--- src/pkg/tcsp_consts.svh ---
// Timing counts and field values for the Type-C source port control block
`ifndef TCSP_CONSTS_SVH
`define TCSP_CONSTS_SVH
// Overcurrent timeout in microseconds and in cycles at 10 MHz
`define TCSP_CLK_MHZ 10
`define TCSP_OC_TIMEOUT_US 1000
`define TCSP_OC_TIMEOUT_CYC (`TCSP_OC_TIMEOUT_US * `TCSP_CLK_MHZ)
// CC disconnect debounce in microseconds and cycles
`define TCSP_CC_DEBOUNCE_US 10000
`define TCSP_CC_DEBOUNCE_CYC (`TCSP_CC_DEBOUNCE_US * `TCSP_CLK_MHZ)
// Attach debounce in microseconds and cycles
`define TCSP_ATTACH_DEBOUNCE_US 100000
`define TCSP_ATTACH_DEBOUNCE_CYC (`TCSP_ATTACH_DEBOUNCE_US * `TCSP_CLK_MHZ)
// ErrorRecovery dwell in microseconds and cycles
`define TCSP_ERR_RECOVERY_US 25000
`define TCSP_ERR_RECOVERY_CYC (`TCSP_ERR_RECOVERY_US * `TCSP_CLK_MHZ)
// Reverse-current re-enable delay in microseconds and cycles
`define TCSP_TURN_ON_US 1000
`define TCSP_TURN_ON_CYC (`TCSP_TURN_ON_US * `TCSP_CLK_MHZ)
// Advertisement and limit codes
`define TCSP_ADV_DEFAULT 2'h0
`define TCSP_ADV_1A5 2'h1
`define TCSP_ADV_3A0 2'h2
`endif

--- src/pkg/tcsp_pkg.sv ---
// Types for the Type-C source port control block
package tcsp_pkg;
	// Termination seen on one CC line
	typedef enum logic [1:0] {
		TCSP_CC_OPEN = 2'b00,
		TCSP_CC_RD = 2'b01,
		TCSP_CC_RA = 2'b10
	} tcsp_cc_t;
	// Attach states of the port
	typedef enum logic [2:0] {
		TCSP_ST_UNATTACHED = 3'b000,
		TCSP_ST_ATTACH_WAIT = 3'b001,
		TCSP_ST_SINK = 3'b010,
		TCSP_ST_CABLE_ONLY = 3'b011,
		TCSP_ST_ACCESSORY = 3'b100,
		TCSP_ST_ERR_RECOVERY = 3'b101
	} tcsp_state_t;
endpackage : tcsp_pkg

--- src/hw/tcsp_port_ctrl.sv ---
// Attach detection, power path control and protection for one Type-C source port
`timescale 1ns/1ns
`include "tcsp_consts.svh"

// How it works
// - Turn VBUS path off when its current clamp outlasts the overcurrent timeout.
// - VBUS current limit follows charge-level select and both strap values.
// - Overtemperature on either sensor opens VBUS path and enters ErrorRecovery.
// - VBUS overvoltage while path on opens it and enters ErrorRecovery.
// - Supply undervoltage while path on opens it and enters ErrorRecovery.
// - Reverse current opens VBUS path; clearing recloses it after turn-on delay.
// - VCONN overcurrent while enabled engages the VCONN clamp promptly.
// - Overtemperature latches VCONN off and enters ErrorRecovery on the same clock.
// - Supply undervoltage turns VCONN off.
// - CC overvoltage or reverse current kills VCONN and the PD transmitter.
// - Both lines open means unattached, both watched, no power.
// - Rd plus open means sink; VBUS on, no VCONN, watch Rd line.
// - Ra plus open means cable only; no power, watch both lines.
// - Ra plus Rd powers VBUS and VCONN on Ra line; watch Rd line.
// - Rd/Rd is debug accessory, Ra/Ra audio; either line detaches.
// - Advertise default current until VBUS path closes, then the current-limit level.
// - Sink and accessory disconnect only after a monitored line stays high for the full debounce.
// - The lower Ra level classifies as cable VCONN input, not sink.
// - VCONN goes to the line that orientation marks as Ra.
// - Port enable low forces ErrorRecovery.
module tcsp_port_ctrl import tcsp_pkg::*; #(
	parameter int OC_TIMEOUT_CYC = `TCSP_OC_TIMEOUT_CYC,
	parameter int CC_DEBOUNCE_CYC = `TCSP_CC_DEBOUNCE_CYC,
	parameter int ATTACH_DEBOUNCE_CYC = `TCSP_ATTACH_DEBOUNCE_CYC,
	parameter int ERR_RECOVERY_CYC = `TCSP_ERR_RECOVERY_CYC,
	parameter int TURN_ON_CYC = `TCSP_TURN_ON_CYC
) (
	// Clock and reset
	input wire logic clk,
	input wire logic rst,
	// CC comparators per line: above disconnect threshold, below Ra threshold
	input wire logic [1:0] cc_open_raw,
	input wire logic [1:0] cc_ra_raw,
	input wire logic [1:0] cc_ovp_raw,
	// Power path fault flags
	input wire logic vbus_oc_clamp_raw,
	input wire logic vconn_oc_raw,
	input wire logic [1:0] overtemp_shutdown_raw,
	input wire logic vbus_ovp_raw,
	input wire logic supply_input_5v_uv_raw,
	input wire logic reverse_current_raw,
	// System controls and straps
	input wire logic port_enable,
	input wire logic charge_level_select,
	input wire logic [2:0] strap_input_one,
	input wire logic [2:0] strap_input_two,
	// Power path and CC controls
	output logic vbus_source_path,
	output logic [1:0] vconn_source_path,
	output logic vconn_clamp_en,
	output logic [1:0] vbus_current_limit,
	output logic [1:0] cc_advertise,
	output logic pd_tx_enable,
	output logic sink_attached,
	output logic debug_accessory,
	output logic audio_accessory
);
	localparam int CW = 24;
	initial begin
		if (OC_TIMEOUT_CYC < 1 || CC_DEBOUNCE_CYC < 1 || ATTACH_DEBOUNCE_CYC < 1 ||
			ERR_RECOVERY_CYC < 1 || TURN_ON_CYC < 1 || CC_DEBOUNCE_CYC >= (1 << CW) ||
			ATTACH_DEBOUNCE_CYC >= (1 << CW) || ERR_RECOVERY_CYC >= (1 << CW) ||
			OC_TIMEOUT_CYC >= (1 << CW) || TURN_ON_CYC >= (1 << CW)) begin
			$error("tcsp_port_ctrl: count parameter out of range");
		end
	end

	////////////////////////////////////////////////////////////////////////
	// Input synchronisers
	localparam int NS = 15;
	logic [NS-1:0] raw_in, sync1_ff, sync2_ff;
	assign raw_in = {cc_open_raw, cc_ra_raw, cc_ovp_raw, vbus_oc_clamp_raw, vconn_oc_raw,
		overtemp_shutdown_raw, vbus_ovp_raw, supply_input_5v_uv_raw, reverse_current_raw,
		port_enable, charge_level_select};
	// Two flip-flops per asynchronous input
	always_ff @(posedge clk or posedge rst) begin
		if (rst) begin
			sync1_ff <= '0;
			sync2_ff <= '0;
		end else begin
			sync1_ff <= raw_in;
			sync2_ff <= sync1_ff;
		end
	end
	logic [1:0] cc_open, cc_ra;
	logic cc_ovp_any, vbus_oc, vconn_oc, otemp, vbus_ovp, uvlo, rcp, en_s, chg_s;
	assign cc_open = sync2_ff[14:13];
	assign cc_ra = sync2_ff[12:11];
	assign cc_ovp_any = |sync2_ff[10:9];
	assign vbus_oc = sync2_ff[8];
	assign vconn_oc = sync2_ff[7];
	assign otemp = |sync2_ff[6:5];
	assign vbus_ovp = sync2_ff[4];
	assign uvlo = sync2_ff[3];
	assign rcp = sync2_ff[2];
	assign en_s = sync2_ff[1];
	assign chg_s = sync2_ff[0];

	// Classify one line from its comparators
	function automatic tcsp_cc_t cc_class(input logic open_i, input logic ra_i);
		if (open_i) begin
			cc_class = TCSP_CC_OPEN;
		end else if (ra_i) begin
			cc_class = TCSP_CC_RA;
		end else begin
			cc_class = TCSP_CC_RD;
		end
	endfunction : cc_class
	tcsp_cc_t cc1, cc2;
	assign cc1 = cc_class(cc_open[0], cc_ra[0]);
	assign cc2 = cc_class(cc_open[1], cc_ra[1]);

	////////////////////////////////////////////////////////////////////////
	// Attach state machine
	tcsp_state_t state_ff, nxt_state;
	logic [CW-1:0] tmr_ff, nxt_tmr;
	logic [1:0] watch_ff, nxt_watch; // Lines monitored for detach
	logic [1:0] vconn_sel_ff, nxt_vconn_sel;
	logic want_vbus_ff, nxt_want_vbus;
	logic [1:0] pat_ff, nxt_pat; // Snapshot of which lines read Rd when attach wait starts
	logic fatal, detach, oc_trip;
	assign fatal = !en_s || otemp || (vbus_source_path && (vbus_ovp || uvlo)) || oc_trip;
	assign detach = |(watch_ff & cc_open);
	// Next attach state
	always_comb begin
		nxt_state = state_ff;
		nxt_tmr = tmr_ff;
		nxt_watch = watch_ff;
		nxt_vconn_sel = vconn_sel_ff;
		nxt_want_vbus = want_vbus_ff;
		nxt_pat = pat_ff;
		case (state_ff)
			TCSP_ST_UNATTACHED: begin
				nxt_watch = 2'h3;
				nxt_vconn_sel = 2'h0;
				nxt_want_vbus = 1'b0;
				nxt_tmr = '0;
				if (cc_open != 2'h3) begin
					nxt_state = TCSP_ST_ATTACH_WAIT;
					nxt_pat = {cc2 == TCSP_CC_RD, cc1 == TCSP_CC_RD};
				end
			end
			TCSP_ST_ATTACH_WAIT: begin
				nxt_tmr = tmr_ff + 1'b1;
				if ({cc2 == TCSP_CC_RD, cc1 == TCSP_CC_RD} != pat_ff || cc_open == 2'h3) begin
					nxt_state = TCSP_ST_UNATTACHED;
				end else if (tmr_ff >= CW'(ATTACH_DEBOUNCE_CYC - 1)) begin
					nxt_tmr = '0;
					// Equal terminations here are Rd/Rd or Ra/Ra: both open left above
					if (cc1 == cc2) begin
						nxt_state = TCSP_ST_ACCESSORY;
						nxt_watch = 2'h3;
					end else if (cc1 == TCSP_CC_RD || cc2 == TCSP_CC_RD) begin
						nxt_state = TCSP_ST_SINK;
						nxt_want_vbus = 1'b1;
						nxt_watch = {cc2 == TCSP_CC_RD, cc1 == TCSP_CC_RD};
						nxt_vconn_sel = {cc2 == TCSP_CC_RA, cc1 == TCSP_CC_RA};
					end else begin
						nxt_state = TCSP_ST_CABLE_ONLY;
						nxt_watch = 2'h3;
					end
				end
			end
			TCSP_ST_SINK, TCSP_ST_ACCESSORY: begin
				// Debounced detach on the watched lines
				nxt_tmr = detach ? tmr_ff + 1'b1 : '0;
				if (detach && tmr_ff >= CW'(CC_DEBOUNCE_CYC - 1)) begin
					nxt_state = TCSP_ST_UNATTACHED;
					nxt_want_vbus = 1'b0;
					nxt_vconn_sel = 2'h0;
				end
			end
			TCSP_ST_CABLE_ONLY: begin
				// Sink arriving on the open line, or cable leaving, restarts detection
				if ((cc1 == TCSP_CC_RD) || (cc2 == TCSP_CC_RD) || (cc_open == 2'h3)) begin
					nxt_state = TCSP_ST_UNATTACHED;
				end
			end
			TCSP_ST_ERR_RECOVERY: begin
				nxt_want_vbus = 1'b0;
				nxt_vconn_sel = 2'h0;
				nxt_tmr = tmr_ff + 1'b1;
				if (tmr_ff >= CW'(ERR_RECOVERY_CYC - 1) && !fatal) begin
					nxt_state = TCSP_ST_UNATTACHED;
					nxt_tmr = '0;
				end
			end
			default: begin
				nxt_state = TCSP_ST_UNATTACHED;
			end
		endcase
		if (fatal && state_ff != TCSP_ST_ERR_RECOVERY) begin
			nxt_state = TCSP_ST_ERR_RECOVERY;
			nxt_tmr = '0;
			nxt_want_vbus = 1'b0;
			nxt_vconn_sel = 2'h0;
		end
	end
	// Register attach state
	always_ff @(posedge clk or posedge rst) begin
		if (rst) begin
			state_ff <= TCSP_ST_UNATTACHED;
			tmr_ff <= '0;
			watch_ff <= 2'h3;
			vconn_sel_ff <= 2'h0;
			want_vbus_ff <= 1'b0;
			pat_ff <= 2'h0;
		end else begin
			state_ff <= nxt_state;
			tmr_ff <= nxt_tmr;
			watch_ff <= nxt_watch;
			vconn_sel_ff <= nxt_vconn_sel;
			want_vbus_ff <= nxt_want_vbus;
			pat_ff <= nxt_pat;
		end
	end

	////////////////////////////////////////////////////////////////////////
	// Protection timers and power path outputs
	logic [CW-1:0] oc_cnt_ff, nxt_oc_cnt, rcp_cnt_ff, nxt_rcp_cnt;
	logic rcp_block_ff, nxt_rcp_block, vconn_latch_ff, nxt_vconn_latch;
	logic vbus_ff, nxt_vbus, clamp_ff, nxt_clamp, pdtx_ff, nxt_pdtx;
	logic [1:0] vconn_ff, nxt_vconn, adv_ff, nxt_adv, lim_ff, nxt_lim;
	logic [1:0] max_lvl, min_lvl;
	assign oc_trip = vbus_ff && vbus_oc && oc_cnt_ff >= CW'(OC_TIMEOUT_CYC - 1);
	// Strap two picks the maximum level; charge select drops to minimum when enabled
	assign max_lvl = strap_input_two[0] ? `TCSP_ADV_3A0 : `TCSP_ADV_1A5;
	assign min_lvl = strap_input_two[0] ? `TCSP_ADV_1A5 : `TCSP_ADV_DEFAULT;
	// Next protection values
	always_comb begin
		nxt_oc_cnt = (vbus_ff && vbus_oc) ? oc_cnt_ff + 1'b1 : '0;
		nxt_rcp_block = rcp_block_ff;
		nxt_rcp_cnt = '0;
		if (rcp) begin
			nxt_rcp_block = 1'b1;
		end else if (rcp_block_ff) begin
			nxt_rcp_cnt = rcp_cnt_ff + 1'b1;
			if (rcp_cnt_ff >= CW'(TURN_ON_CYC - 1)) begin
				nxt_rcp_block = 1'b0;
				nxt_rcp_cnt = '0;
			end
		end
		// Latched off by overtemperature until recovery ends
		nxt_vconn_latch = vconn_latch_ff;
		if (otemp) begin
			nxt_vconn_latch = 1'b1;
		end else if (state_ff == TCSP_ST_UNATTACHED) begin
			nxt_vconn_latch = 1'b0;
		end
		nxt_vbus = nxt_want_vbus && !nxt_rcp_block && !fatal;
		nxt_vconn = (otemp || uvlo || cc_ovp_any || rcp || nxt_vconn_latch) ?
			2'h0 : nxt_vconn_sel;
		nxt_clamp = vconn_oc && (|vconn_ff);
		nxt_pdtx = !(cc_ovp_any || rcp) && (state_ff == TCSP_ST_SINK);
		nxt_lim = (strap_input_one[0] && chg_s) ? min_lvl : max_lvl;
		nxt_adv = vbus_ff ? nxt_lim : `TCSP_ADV_DEFAULT;
	end
	// Register protection state
	always_ff @(posedge clk or posedge rst) begin
		if (rst) begin
			oc_cnt_ff <= '0;
			rcp_cnt_ff <= '0;
			rcp_block_ff <= 1'b0;
			vconn_latch_ff <= 1'b0;
			vbus_ff <= 1'b0;
			vconn_ff <= 2'h0;
			clamp_ff <= 1'b0;
			pdtx_ff <= 1'b0;
			adv_ff <= `TCSP_ADV_DEFAULT;
			lim_ff <= `TCSP_ADV_DEFAULT;
		end else begin
			oc_cnt_ff <= nxt_oc_cnt;
			rcp_cnt_ff <= nxt_rcp_cnt;
			rcp_block_ff <= nxt_rcp_block;
			vconn_latch_ff <= nxt_vconn_latch;
			vbus_ff <= nxt_vbus;
			vconn_ff <= nxt_vconn;
			clamp_ff <= nxt_clamp;
			pdtx_ff <= nxt_pdtx;
			adv_ff <= nxt_adv;
			lim_ff <= nxt_lim;
		end
	end
	// Outputs
	assign vbus_source_path = vbus_ff;
	assign vconn_source_path = vconn_ff;
	assign vconn_clamp_en = clamp_ff;
	assign vbus_current_limit = lim_ff;
	assign cc_advertise = adv_ff;
	assign pd_tx_enable = pdtx_ff;
	assign sink_attached = (state_ff == TCSP_ST_SINK);
	assign debug_accessory = (state_ff == TCSP_ST_ACCESSORY) && (cc1 == TCSP_CC_RD);
	assign audio_accessory = (state_ff == TCSP_ST_ACCESSORY) && (cc1 == TCSP_CC_RA);
endmodule : tcsp_port_ctrl

--- config.mk ---
export PLATFORM = sky130hd
export DESIGN_NAME = tcsp_port_ctrl
export DESIGN_NICKNAME = d
export VERILOG_FILES = /design/src/pkg/tcsp_pkg.sv /design/src/hw/tcsp_port_ctrl.sv
export VERILOG_INCLUDE_DIRS = /design/src /design/src/pkg
export SDC_FILE = /design/constraint.sdc
export NUM_CORES = 1
export LEC_CHECK = 0
export BUFFER_PORTS_ARGS = -buffer_cell sky130_fd_sc_hd__buf_2
export CELL_PAD_IN_SITES_DETAIL_PLACEMENT = 0
export CELL_PAD_IN_SITES_GLOBAL_PLACEMENT = 1
export CORE_MARGIN = 1.5
export CORE_UTILIZATION = 50
export CTS_BUF_LIST = sky130_fd_sc_hd__clkbuf_4
export CTS_CLUSTER_SIZE = 20
export DETAILED_ROUTE_END_ITERATION = 16
export PLACE_DENSITY_LB_ADDON = 0.1
export SYNTH_ARGS = -nofsm -noshare
export SYNTH_HDL_FRONTEND = slang
export SYNTH_SLANG_ARGS = --single-unit
--- constraint.sdc ---
create_clock -name clk -period 4.83 [get_ports clk]
set_input_delay 0.966 -clock clk [delete_from_list [all_inputs] [get_ports clk]]
set_output_delay 0.966 -clock clk [all_outputs]
set_load 0.01 [all_outputs]
==> out/metrics.csv <==
stage;metric;value;unit
route;Iter 0 DRT Violations;199;
power;overall power;1.81;mW
floorplanning;chip height;108;um
setup_path;reg2reg end;tmr_ff[21]$_DFFE_PP0P_;
sta;Fmax;320;MHz
sta;Final Skew;0.0138;ns
finish;fraction of layout cells with a size suffix above 1;0.138;
power;sequential power share;0.581;
route;drt wl/cell;14.2;um
sta;Final Hold Viols;0;
global_route;global route total overflow;0;
finish;P&R area growth vs syn;10.4;%
synth;Synth Cell Area;5560;sq um
synth;synth warn;0;
synth;Gate Count Post-Synth;552;
global_route;largest net degree at the start of global routing;84;
cts;clk_lat worst skew;0.53;ns
global_route;initial antenna violation count;0;
floorplanning;Die ar.;11800;sq um
route;final wirelength;10600;um
min_path;hold path cells;0;
power;clock group share of total power;0.394;
power;combinational group share of total power;0.025;
synth;post-synthesis register bit count;123;
cts;post_cts resized;0;
setup_path;r2r setup slk;1.71;ns
placed_design;GPL Wtd Cong;0.774;
sta;hold_ws;0.356;ns
floorplanning;site row count;38;
setup_path;Startpoint Class;flop;
placed_design;placed cell area;5860;sq um
run;max cap viols;0;
cts;# hold bufs at CTS;0;
setup_path;Arr. time, crit path;3.56;ns
cts;H-tree levels;4;
sta;worst slew pin tran;0.966;ns
cts;Clock Sinks;123;
sta;crit path time final;3.12;ns
setup_path;Setup CP Type;reg -> reg;
cts;Reg clk slew, reported paths;0.10;ns
route;antenna-violating nets left;0;
setup_path;Worst Reg-to-Reg Cells;7;
sta;Finish-stage setup viols;0;
setup_path;Worst R2R Start;tmr_ff[21]$_DFFE_PP0P_;
setup_path;Data required, critical path;5.27;ns
run_status;status;finished, final reports clean;
cts;number of CTS-inserted buffers;17;
finish;final core utilization;0.566;
route;DR vias/cell;5.34;
floorplanning;IO Pins;35;
cts;CTS Root Cell;clkbuf_4;
finish;Final Cell Area;6140;sq um
cts;CTS tree;done;
setup_path;Critical Path Source;tmr_ff[21]$_DFFE_PP0P_;
setup_path;endpoint class of the critical path;flop;
sta;max_slew headroom;0.356;
sta;part of the cycle the worst path needs;0.646;
finish;Final Net Count;625;
synth;EDFF count, synth;0;
power;Pint;1.38;mW
setup_path;worst-path maximum fanout;16;
power;switching pwr;0.437;mW
global_route;vias in the first global route;3802;
synth;FFs w/ async S/R, synth;1.00;
route;drt drc;0;
sta;Total Negative Setup Slacks;0;ns
cts;Setup Fix Bufs, Post-CTS;0;
sta;Final Slew Violations;0;
floorplanning;Die W;108;um
sta;RSZ-0062 raised after global routing;false;
setup_path;CP Capture Point;tmr_ff[21]$_DFFE_PP0P_;
power;Pwr per Cell Area;295;nW/um^2
cts;clock buffer depth;2;
power;LEAKAGE;2.74;nW
synth;sequential share of the synthesized area;0.554;
finish;Ant. Diodes;0;
global_route;first-pass GRT wire length;18400;um
route;vias;3997;
placed_design;Detail Placement HPWL;7210;um
route;1st-pass router iterations;4;
power;maximum VDD drop;0.232;mV
synth;top_reg_cell synth;dfrtp_1;
global_route;Tot GR Track Use;0.205;
min_path;hold crit path type;reg -> reg;
power;Switching Share;0.241;
floorplanning;core outline area;10800;sq um
synth;Post-Syn Area per Cell;10.1;sq um
floorplanning;Initial Util;0.513;
placed_design;IO Port Bufs;30;
synth;Cell variety after synth;59;
-- worst max-delay path, stage by stage (launching register included) --
cell      delay (ns)
dfrtp_1         0.44
nor4_1          0.77
nand2_1         0.15
o41ai_1         0.54
o21a_1          0.60
buf_4           0.27
a211oi_1        0.06
nor3_1          0.21
-- layout by cell type, fill, tap and decap left out, types with 6 or more instances in the layout --
master,instances
a211oi_1,9
a21oi_1,15
and2_1,12
and3_1,13
buf_2,30
clkbuf_4,18
conb_1,10
dfrtp_1,121
ha_1,7
inv_1,10
nand2_1,57
nand2b_1,7
nand3_1,25
nand4_1,11
nor2_1,80
nor3_1,14
nor4_1,6
o211ai_1,6
o21ai_0,21
o22ai_1,9
or3_1,6
or4_1,6
xnor2_1,16
xor2_1,22
-- through the flow --
stage	worst slack (ns)	std cells
2_1_floorplan	0.596	561
3_3_place_gp	1.70	716
3_5_place_dp	1.66	716
4_1_cts	1.67	748
5_1_grt	1.35	748
6_report	1.71	748
-- worst min-delay path by stage --
stage / start / end
floorplan: sync1_ff[0]$_DFF_PP0_ / sync2_ff[0]$_DFF_PP0_
global placement: sync1_ff[5]$_DFF_PP0_ / sync2_ff[5]$_DFF_PP0_
detailed placement: sync1_ff[9]$_DFF_PP0_ / sync2_ff[9]$_DFF_PP0_
CTS: sync1_ff[9]$_DFF_PP0_ / sync2_ff[9]$_DFF_PP0_
global route: sync1_ff[9]$_DFF_PP0_ / sync2_ff[9]$_DFF_PP0_
finish: sync1_ff[7]$_DFF_PP0_ / sync2_ff[7]$_DFF_PP0_
-- final cells by class --
class	count	area, sq um
well taps	140	175
clock buffers	18	135
inverters	11	43.8
fillers	971	4700
clock inverters	14	144
multi-input cells	407	2370
flip-flops and latches	123	3080
repair buffers	35	188
-- synthesized netlist by cell type (2+ instances only) --
cell,instances,area [sq um]
a21o_1,2,15.0
a22o_1,2,17.5
inv_1,11,41.3
a21oi_1,15,75.1
o31ai_1,2,15.0
nor2_1,80,300
a31oi_1,3,18.8
xnor2_1,16,140
dfstp_2,2,52.6
mux2_2,2,22.5
nand4b_1,2,17.5
nor3_1,14,70.1
o21a_1,3,22.5
or3_1,6,37.5
nand4_1,11,68.8
and2_1,12,75.1
o211ai_1,6,45.0
ha_1,7,87.6
buf_6,2,22.5
or4_1,6,45.0
nor4_1,6,37.5
clkbuf_1,13,48.8
buf_2,4,20.0
nor2b_1,5,31.3
a2bb2oi_1,3,26.3
xor2_1,22,193
and4_1,5,43.8
nand2_1,57,214
nand3_1,25,125
nand2b_1,7,43.8
a211oi_1,9,67.6
or2_2,5,31.3
dfrtp_1,121,3030
o21ai_0,21,105
o22ai_1,9,56.3
and3_1,13,81.3
-- cells by family (layout without fill, tap and decap cells) --
logic type | count (synthesis) | count (layout) | share of synthesized area
other | 1 | 10 | 0.000675
AO/OA/AOI/OAI | 86 | 86 | 0.105
AND/OR/NAND/NOR | 263 | 263 | 0.233
multiplexers | 3 | 3 | 0.00585
flip-flops | 123 | 123 | 0.554
XOR/XNOR | 38 | 38 | 0.0599
adder cells (fa/ha/maj) | 7 | 7 | 0.0158
buffers and inverters | 31 | 78 | 0.0252
-- state kept, by name (all words and copies together) (netlist names) --
| register | count |
|---|---|
| vconn_sel_ff | 2 |
| tmr_ff | 24 |
| watch_ff | 2 |
| sync1_ff | 15 |
| vbus_current_limit | 2 |
| pd_tx_enable | 1 |
| rcp_block_ff | 1 |
| state_ff | 3 |
| pat_ff | 2 |
| vconn_clamp_en | 1 |
| rcp_cnt_ff | 24 |
| want_vbus_ff | 1 |
| vbus_source_path | 1 |
| sync2_ff | 15 |
| oc_cnt_ff | 24 |
| cc_advertise | 2 |
| vconn_latch_ff | 1 |
| vconn_source_path | 2 |
-- per-layer routing --
layer  part of all wire  GRT usage  routed length [um]
met4             0.0095     0.0648                 101
met2               0.46      0.301                4860
met1               0.49      0.284                5170
met3              0.047     0.0711                 500
met5                  0          0                   0
-- power by group through the flow --
| stage | sequential, mW | clock, mW | combinational, mW |
|---|---|---|---|
| floorplan | 1.07 | 0 | 0.0279 |
| global placement | 1.07 | 0 | 0.0468 |
| detailed placement | 1.07 | 0 | 0.0474 |
| CTS | 1.05 | 0.740 | 0.0477 |
| global route | 1.06 | 0.793 | 0.0540 |
| finish | 1.05 | 0.714 | 0.0457 |
No activity file was read; power rests on OpenSTA's default activity.
